File: config.mk
export PLATFORM = sky130hd
export DESIGN_NAME = sbmc_controller
export DESIGN_NICKNAME = d
export VERILOG_FILES = /design/src/hdl/sbmc_pkg.sv /design/src/hdl/sbmc_controller.sv
export SDC_FILE = /design/constraint.sdc
export NUM_CORES = 1
export LEC_CHECK = 0
export ABC_AREA = 1
export BUFFER_PORTS_ARGS = -buffer_cell sky130_fd_sc_hd__clkbuf_2
export CAP_MARGIN = 20
export CORE_ASPECT_RATIO = 0.75
export CORE_MARGIN = 3
export CORE_UTILIZATION = 50
export CTS_CLUSTER_SIZE = 8
export DETAILED_ROUTE_END_ITERATION = 16
export PLACE_DENSITY = 0.82
export SETUP_SLACK_MARGIN = 0.1
export SLEW_MARGIN = 20
export SYNTH_ARGS = -nofsm -noshare
export SYNTH_HDL_FRONTEND = slang
export SYNTH_SLANG_ARGS = --single-unit
File: constraint.sdc
create_clock -name i_clk -period 2.51 [get_ports i_clk]
set_input_delay 0.502 -clock i_clk [delete_from_list [all_inputs] [get_ports i_clk]]
set_output_delay 0.502 -clock i_clk [all_outputs]
set_load 0.005 [all_outputs]
File: src/hdl/sbmc_pkg.sv
// Overview of operation
// - arbitrate on bus clock falling edges
// - start only on captured command request
// - rise then fall, then request and block chain
// - chain out high while wanting bus
// - grant asserts busy and drive enable low
// - hold busy until transfer completes
// - drive enable opens address and data drivers
// - issue command matching cpu request kind
// - drive address, gate data by direction
// - slave acknowledge returned as cpu ready
package sbmc_pkg;
    localparam int SBMC_ADDR_W = 20;
    localparam int SBMC_DATA_W = 8;
    localparam logic [3:0] SBMC_CMD_DELAY = 4'h2;
    localparam logic [3:0] SBMC_DELAY_RESET = 4'h0;

    typedef enum logic [5:0] {
        SBMC_IDLE = 6'h01,
        SBMC_WAIT_RISE = 6'h02,
        SBMC_WAIT_FALL = 6'h04,
        SBMC_REQUEST = 6'h08,
        SBMC_SETUP = 6'h10,
        SBMC_COMMAND = 6'h20
    } sbmc_state_t;
endpackage : sbmc_pkg

File: src/hdl/sbmc_controller.sv
`timescale 1ns/1ps
module sbmc_controller
    import sbmc_pkg::*;
(
    // clock and reset
    input wire logic i_clk,
    input wire logic i_reset_n,
    // cpu side
    input wire logic i_command_request_in,
    input wire logic i_request_strobe_n,
    input wire logic i_cpu_mem_read_n,
    input wire logic i_cpu_mem_write_n,
    input wire logic i_cpu_port_read_n,
    input wire logic i_cpu_port_write_n,
    input wire logic [SBMC_ADDR_W-1:0] i_cpu_addr,
    input wire logic [SBMC_DATA_W-1:0] i_cpu_wdata,
    input wire logic [3:0] i_delay_adjust,
    output logic o_cpu_ready,
    output logic [SBMC_DATA_W-1:0] o_cpu_rdata,
    // shared bus side
    input wire logic i_bus_clk_n,
    input wire logic i_priority_chain_in_n,
    input wire logic i_transfer_ack_n,
    input wire logic i_advance_ack_n,
    input wire logic i_busy_n,
    input wire logic [SBMC_DATA_W-1:0] i_bus_data,
    output logic o_bus_request_n,
    output logic o_priority_chain_out_n,
    output logic o_busy_n,
    output logic o_busy_oe_n,
    output logic o_addr_data_drive_en_n,
    output logic o_bus_mem_read_cmd_n,
    output logic o_bus_mem_write_cmd_n,
    output logic o_bus_port_read_cmd_n,
    output logic o_bus_port_write_cmd_n,
    output logic [SBMC_ADDR_W-1:0] o_bus_addr,
    output logic [SBMC_DATA_W-1:0] o_bus_data,
    output logic o_bus_data_oe_n
);
    // pin synchronisers; first stage read only by second
    logic bclk_s1_reg, bclk_s1_next;
    logic prn_s1_reg, prn_s1_next;
    logic [1:0] ack_s1_reg, ack_s1_next;
    logic busy_s1_reg, busy_s1_next;
    logic [SBMC_DATA_W-1:0] data_s1_reg, data_s1_next;
    logic bclk_s2_reg, bclk_s2_next;
    logic bclk_old_reg, bclk_old_next;
    logic prn_s2_reg, prn_s2_next;
    logic [1:0] ack_s2_reg, ack_s2_next;
    logic busy_s2_reg, busy_s2_next;
    logic [SBMC_DATA_W-1:0] data_s2_reg, data_s2_next;

    always_comb begin
        bclk_s1_next = i_bus_clk_n;
        prn_s1_next = i_priority_chain_in_n;
        // acks kept apart until synced; gating raw pins could glitch
        ack_s1_next = {i_advance_ack_n, i_transfer_ack_n};
        busy_s1_next = i_busy_n;
        // data holds while ack is low and is only taken then
        data_s1_next = i_bus_data;
        bclk_s2_next = bclk_s1_reg;
        bclk_old_next = bclk_s2_reg;
        prn_s2_next = prn_s1_reg;
        ack_s2_next = ack_s1_reg;
        busy_s2_next = busy_s1_reg;
        data_s2_next = data_s1_reg;
    end

    always_ff @(posedge i_clk) begin
        if (!i_reset_n) begin
            bclk_s1_reg <= 1'b1;
            prn_s1_reg <= 1'b1;
            ack_s1_reg <= 2'h3;
            busy_s1_reg <= 1'b1;
            data_s1_reg <= '0;
            bclk_s2_reg <= 1'b1;
            bclk_old_reg <= 1'b1;
            prn_s2_reg <= 1'b1;
            ack_s2_reg <= 2'h3;
            busy_s2_reg <= 1'b1;
            data_s2_reg <= '0;
        end else begin
            bclk_s1_reg <= bclk_s1_next;
            prn_s1_reg <= prn_s1_next;
            ack_s1_reg <= ack_s1_next;
            busy_s1_reg <= busy_s1_next;
            data_s1_reg <= data_s1_next;
            bclk_s2_reg <= bclk_s2_next;
            bclk_old_reg <= bclk_old_next;
            prn_s2_reg <= prn_s2_next;
            ack_s2_reg <= ack_s2_next;
            busy_s2_reg <= busy_s2_next;
            data_s2_reg <= data_s2_next;
        end
    end

    logic bclk_rise, bclk_fall;
    assign bclk_rise = bclk_s2_reg & ~bclk_old_reg;
    assign bclk_fall = ~bclk_s2_reg & bclk_old_reg;

    sbmc_state_t state_reg, state_next;
    logic [3:0] kind_reg, kind_next;
    logic [3:0] delay_reg, delay_next;
    logic [SBMC_ADDR_W-1:0] addr_reg, addr_next;
    logic [SBMC_DATA_W-1:0] wdata_reg, wdata_next;
    logic [SBMC_DATA_W-1:0] rdata_reg, rdata_next;
    logic ready_reg, ready_next;
    logic bus_request_n_reg, bus_request_n_next;
    logic priority_chain_out_n_reg, priority_chain_out_n_next;
    logic busy_reg, busy_next;
    logic addr_data_drive_en_n_reg, addr_data_drive_en_n_next;
    logic [3:0] cmd_reg, cmd_next;
    logic data_oe_n_reg, data_oe_n_next;
    logic is_write;

    // kind bits: mem read, mem write, port read, port write
    assign is_write = kind_reg[1] | kind_reg[3];

    always_comb begin
        state_next = state_reg;
        kind_next = kind_reg;
        delay_next = delay_reg;
        addr_next = addr_reg;
        wdata_next = wdata_reg;
        rdata_next = rdata_reg;
        ready_next = 1'b0;
        bus_request_n_next = bus_request_n_reg;
        priority_chain_out_n_next = priority_chain_out_n_reg;
        busy_next = busy_reg;
        addr_data_drive_en_n_next = addr_data_drive_en_n_reg;
        cmd_next = cmd_reg;
        data_oe_n_next = data_oe_n_reg;
        unique case (state_reg)
            SBMC_IDLE: begin
                // strobe is held enabled on board; low level captures
                if (i_command_request_in && !i_request_strobe_n) begin
                    kind_next = ~{i_cpu_port_write_n, i_cpu_port_read_n,
                                  i_cpu_mem_write_n, i_cpu_mem_read_n};
                    addr_next = i_cpu_addr;
                    wdata_next = i_cpu_wdata;
                    state_next = SBMC_WAIT_RISE;
                end
            end
            SBMC_WAIT_RISE: begin
                if (bclk_rise) begin
                    state_next = SBMC_WAIT_FALL;
                end
            end
            SBMC_WAIT_FALL: begin
                if (bclk_fall) begin
                    bus_request_n_next = 1'b0;
                    priority_chain_out_n_next = 1'b1;
                    state_next = SBMC_REQUEST;
                end
            end
            SBMC_REQUEST: begin
                // grant sampled on falling edge; wait for bus not busy
                if (bclk_fall && !prn_s2_reg && busy_s2_reg) begin
                    busy_next = 1'b0;
                    addr_data_drive_en_n_next = 1'b0;
                    data_oe_n_next = ~is_write;
                    delay_next = (i_delay_adjust == SBMC_DELAY_RESET) ? SBMC_CMD_DELAY : i_delay_adjust;
                    state_next = SBMC_SETUP;
                end
            end
            SBMC_SETUP: begin
                // counted in bus clocks to give address setup margin
                if (bclk_fall) begin
                    if (delay_reg == 4'h1) begin
                        cmd_next = ~kind_reg;
                        state_next = SBMC_COMMAND;
                    end else begin
                        delay_next = delay_reg - 4'h1;
                    end
                end
            end
            SBMC_COMMAND: begin
                if (ack_s2_reg != 2'h3) begin
                    rdata_next = data_s2_reg;
                    ready_next = 1'b1;
                    cmd_next = 4'hF;
                    addr_data_drive_en_n_next = 1'b1;
                    data_oe_n_next = 1'b1;
                    busy_next = 1'b1;
                    bus_request_n_next = 1'b1;
                    priority_chain_out_n_next = 1'b0;
                    state_next = SBMC_IDLE;
                end
            end
            default: state_next = SBMC_IDLE;
        endcase
    end

    always_ff @(posedge i_clk) begin
        if (!i_reset_n) begin
            state_reg <= SBMC_IDLE;
            kind_reg <= 4'h0;
            delay_reg <= SBMC_DELAY_RESET;
            addr_reg <= '0;
            wdata_reg <= '0;
            rdata_reg <= '0;
            ready_reg <= 1'b0;
            bus_request_n_reg <= 1'b1;
            priority_chain_out_n_reg <= 1'b0;
            busy_reg <= 1'b1;
            addr_data_drive_en_n_reg <= 1'b1;
            cmd_reg <= 4'hF;
            data_oe_n_reg <= 1'b1;
        end else begin
            state_reg <= state_next;
            kind_reg <= kind_next;
            delay_reg <= delay_next;
            addr_reg <= addr_next;
            wdata_reg <= wdata_next;
            rdata_reg <= rdata_next;
            ready_reg <= ready_next;
            bus_request_n_reg <= bus_request_n_next;
            priority_chain_out_n_reg <= priority_chain_out_n_next;
            busy_reg <= busy_next;
            addr_data_drive_en_n_reg <= addr_data_drive_en_n_next;
            cmd_reg <= cmd_next;
            data_oe_n_reg <= data_oe_n_next;
        end
    end

    assign o_cpu_ready = ready_reg;
    assign o_cpu_rdata = rdata_reg;
    assign o_bus_request_n = bus_request_n_reg;
    assign o_priority_chain_out_n = priority_chain_out_n_reg;
    assign o_busy_n = busy_reg;
    assign o_busy_oe_n = busy_reg;
    assign o_addr_data_drive_en_n = addr_data_drive_en_n_reg;
    assign o_bus_mem_read_cmd_n = cmd_reg[0];
    assign o_bus_mem_write_cmd_n = cmd_reg[1];
    assign o_bus_port_read_cmd_n = cmd_reg[2];
    assign o_bus_port_write_cmd_n = cmd_reg[3];
    assign o_bus_addr = addr_reg;
    assign o_bus_data = wdata_reg;
    assign o_bus_data_oe_n = data_oe_n_reg;
endmodule : sbmc_controller

==> flow_metrics.py <==
metrics = {
    "outcome": {
        "status": "complete, no violations",
    },
    "detailed_routing": {
        "wl_um": 7300,
        "viasPerCell": 5.00,
        "num_vias": 2972,
        "ant_nets": 0,
        "drc": 0,
        "wl_per_cell_um": 12.3,
        "firstDrtPassIters": 6,
        "drtIter0Drc": 145,
    },
    "cells_and_area": {
        "fillers": 525,
        "fin_nets": 566,
        "diodes": 0,
        "largest_reg_flops": 20,
        "area.sequential_um2": 1720,
        "drive_above_1_share_pct": 29.7,
        "area_growth_pct": 21.4,
        "multiInputGateArea_um2": 1320,
    },
    "logic_synthesis": {
        "netlist_instances": 418,
        "yosysWarnings": 0,
        "synth_seq_cells": 86,
        "yosysSeqAreaShare_pct": 52.2,
        "syn_area_um2": 3300,
        "synth_cell_type_count": 26,
        "synth_area_per_cell_um2": 7.89,
        "syn_nets": 473,
    },
    "floorplanning": {
        "start_util_pct": 54.1,
        "die_h_um": 76.3,
        "coreArea_um2": 6100,
        "num_rows": 24,
        "fp.dieW_um": 99.8,
        "io_pins": 100,
        "dieArea_um2": 7610,
    },
    "sta": {
        "maxSlewViolCount": 0,
        "post-route-min-period_ns": 1.84,
        "fin_tns_setup_ns": 0,
        "setup_viol": 0,
        "fin_skew_ns": 0.0101,
        "max-slew-margin-rel_pct": 61.5,
        "hold_viol_final": 0,
        "grt_setup_unrepaired": "false",
        "worstMarginPinSlew_ns": 0.576,
        "fmax_mhz": 543,
        "whs_ns": 0.304,
        "period_share_pct": 73.3,
    },
    "critical_path": {
        "critPathLaunchType": "flop",
        "setup.worst_path.start": "state_reg[5]$_SDFFE_PN0P_",
        "crit_arrival_ns": 2.08,
        "reg2reg_depth": 10,
        "r2r-end": "cmd_reg[0]$_SDFFE_PN1P_",
        "worstPathRequired_ns": 2.75,
        "cp-end-kind": "flop",
        "path_max_fanout": 12,
        "worstSetupPathType": "reg2reg",
        "r2r_slack_ns": 0.67,
        "r2r-start": "state_reg[5]$_SDFFE_PN0P_",
    },
    "grt": {
        "grt_use_total_pct": 20.1,
        "grt_pass1_vias": 2774,
        "grt_pass1_wl_um": 12500,
        "grt_overflow": 0,
        "grt_max_degree": 42,
        "grt_antenna_before_repair": 0,
    },
    "cts": {
        "cts_htree_levels": 3,
        "cts.clk_slew.worst_paths_ns": 0.09,
        "clkLatencyLatePin_ns": 0.36,
        "cts_setup_buffers": 0,
        "tritoncts": "done",
        "cts_buffers": 9,
        "root_buffer": "clkbuf_8",
        "ctsResizeCount": 0,
        "clockBufferDepth": 2,
        "cts_sinks": 86,
        "cts_hold_buf": 0,
    },
    "worst_hold_path": {
        "hold_class": "in2reg",
        "min_to": "kind_reg[0]$_SDFFE_PN0P_",
        "min_from": "i_cpu_mem_read_n",
        "whs_path_depth": 2,
    },
    "placement": {
        "gp_congestion": 0.955,
        "dp_hpwl_um": 5220,
        "port_buffers": 99,
    },
    "power": {
        "p_leak_nw": 2.13,
        "powerDensity_nw_per_um2": 893,
        "ir_worst_vdd_v": 0.000484,
    },
    "flow_run": {
        "max_cap_violations": 0,
    },
}
metal layers:
| metal | global-route usage, % | vias up | part of all wire (%) |
|---|---|---|---|
| met5 | 0 | - | 0 |
| met2 | 31.6 | 123 | 48 |
| met4 | 7.64 | 0 | 1.8 |
| li1 | - | 1500 | - |
| met1 | 24.7 | 1330 | 42 |
| met3 | 8.14 | 19 | 8.3 |
where the power goes:
part / switching, mW / internal, mW
clock network: 0.518 / 0.477
logic: 0.585 / 0.340
registers: 0.114 / 1.54
total: 1.22 / 2.36
Yosys cell counts (all sizes together):
cell	count	area share, %
nor2	107	14
dfxtp	86	52
nand2	59	6.8
o21ai	49	7.8
inv	39	4.4
nand3	27	4.8
buf	12	2.5
or2	11	2.1
a21oi	9	1.7
clkbuf	8	0.91
nand4	6	1.1
ha	2	0.76
nor3	1	0.15
o211ai	1	0.23
xnor2	1	0.27
worst max path at each step:
stage | end | slack, ns | cells after the start
6_report | cmd_reg[0]$_SDFFE_PN1P_ | 0.67 | 10
2_1_floorplan | ack_s2_reg[0]$_SDFF_PN1_ | 1.10 | 4
5_1_grt | cmd_reg[1]$_SDFFE_PN1P_ | 0.49 | 9
3_5_place_dp | o_bus_addr[0]$_SDFFE_PN0P_ | 0.62 | 7
4_1_cts | o_bus_addr[0]$_SDFFE_PN0P_ | 0.67 | 6
3_3_place_gp | o_bus_addr[10]$_SDFFE_PN0P_ | 0.67 | 7
cells in the final DEF (no fill, tap or decap), drive strengths merged, types with 2 or more instances in the layout:
cell type	instances
clkinv	2
dfxtp	86
o21ai	49
nand4	6
clkbuf	108
or2	11
a21oi	9
inv	43
buf	3
nor2	107
nand2	59
ha	2
nand3	27
logic make-up after synthesis:
kind of cell / after synthesis / share of synthesized area (%)
buf+inv: 59 / 7.89
xor+xnor: 1 / 0.266
compound gates: 59 / 9.72
fa+ha+maj: 2 / 0.759
simple gates: 211 / 29.1
flops: 86 / 52.2
final cells by class:
| cell class | count | area share, % |
|---|---|---|
| clock buffer | 9 | 3.09 |
| clock inverter | 7 | 2.00 |
| inverter | 39 | 3.66 |
| multi-input combinational | 273 | 32.9 |
| sequential | 86 | 43.0 |
| tap | 78 | 2.44 |
| timing repair buffer | 102 | 12.9 |
critical path, stage by stage, from the launching register on:
cell and delay (ns):
dfxtp_1 0.42, inv_1 0.09, nor2_2 0.16, nand3_2 0.13
nor2_1 0.13, buf_4 0.19, inv_1 0.19, nand2_2 0.15
nand2_1 0.12, nand2_1 0.08, nand3_1 0.06
through the flow:
step	worst slack, ns	cell area (um^2)	power (mW)	util (%)	std cells
global route	0.488	4000	3.80	65.7	594
finish	0.669	4000	3.58	65.7	594
detailed placement	0.621	3800	2.59	62.3	578
CTS	0.672	4000	3.59	65.7	594
global placement	0.674	3800	2.56	62.3	578
floorplan	1.10	3300	2.33	-	418
Note: power is estimated with default switching activity, not from simulation.
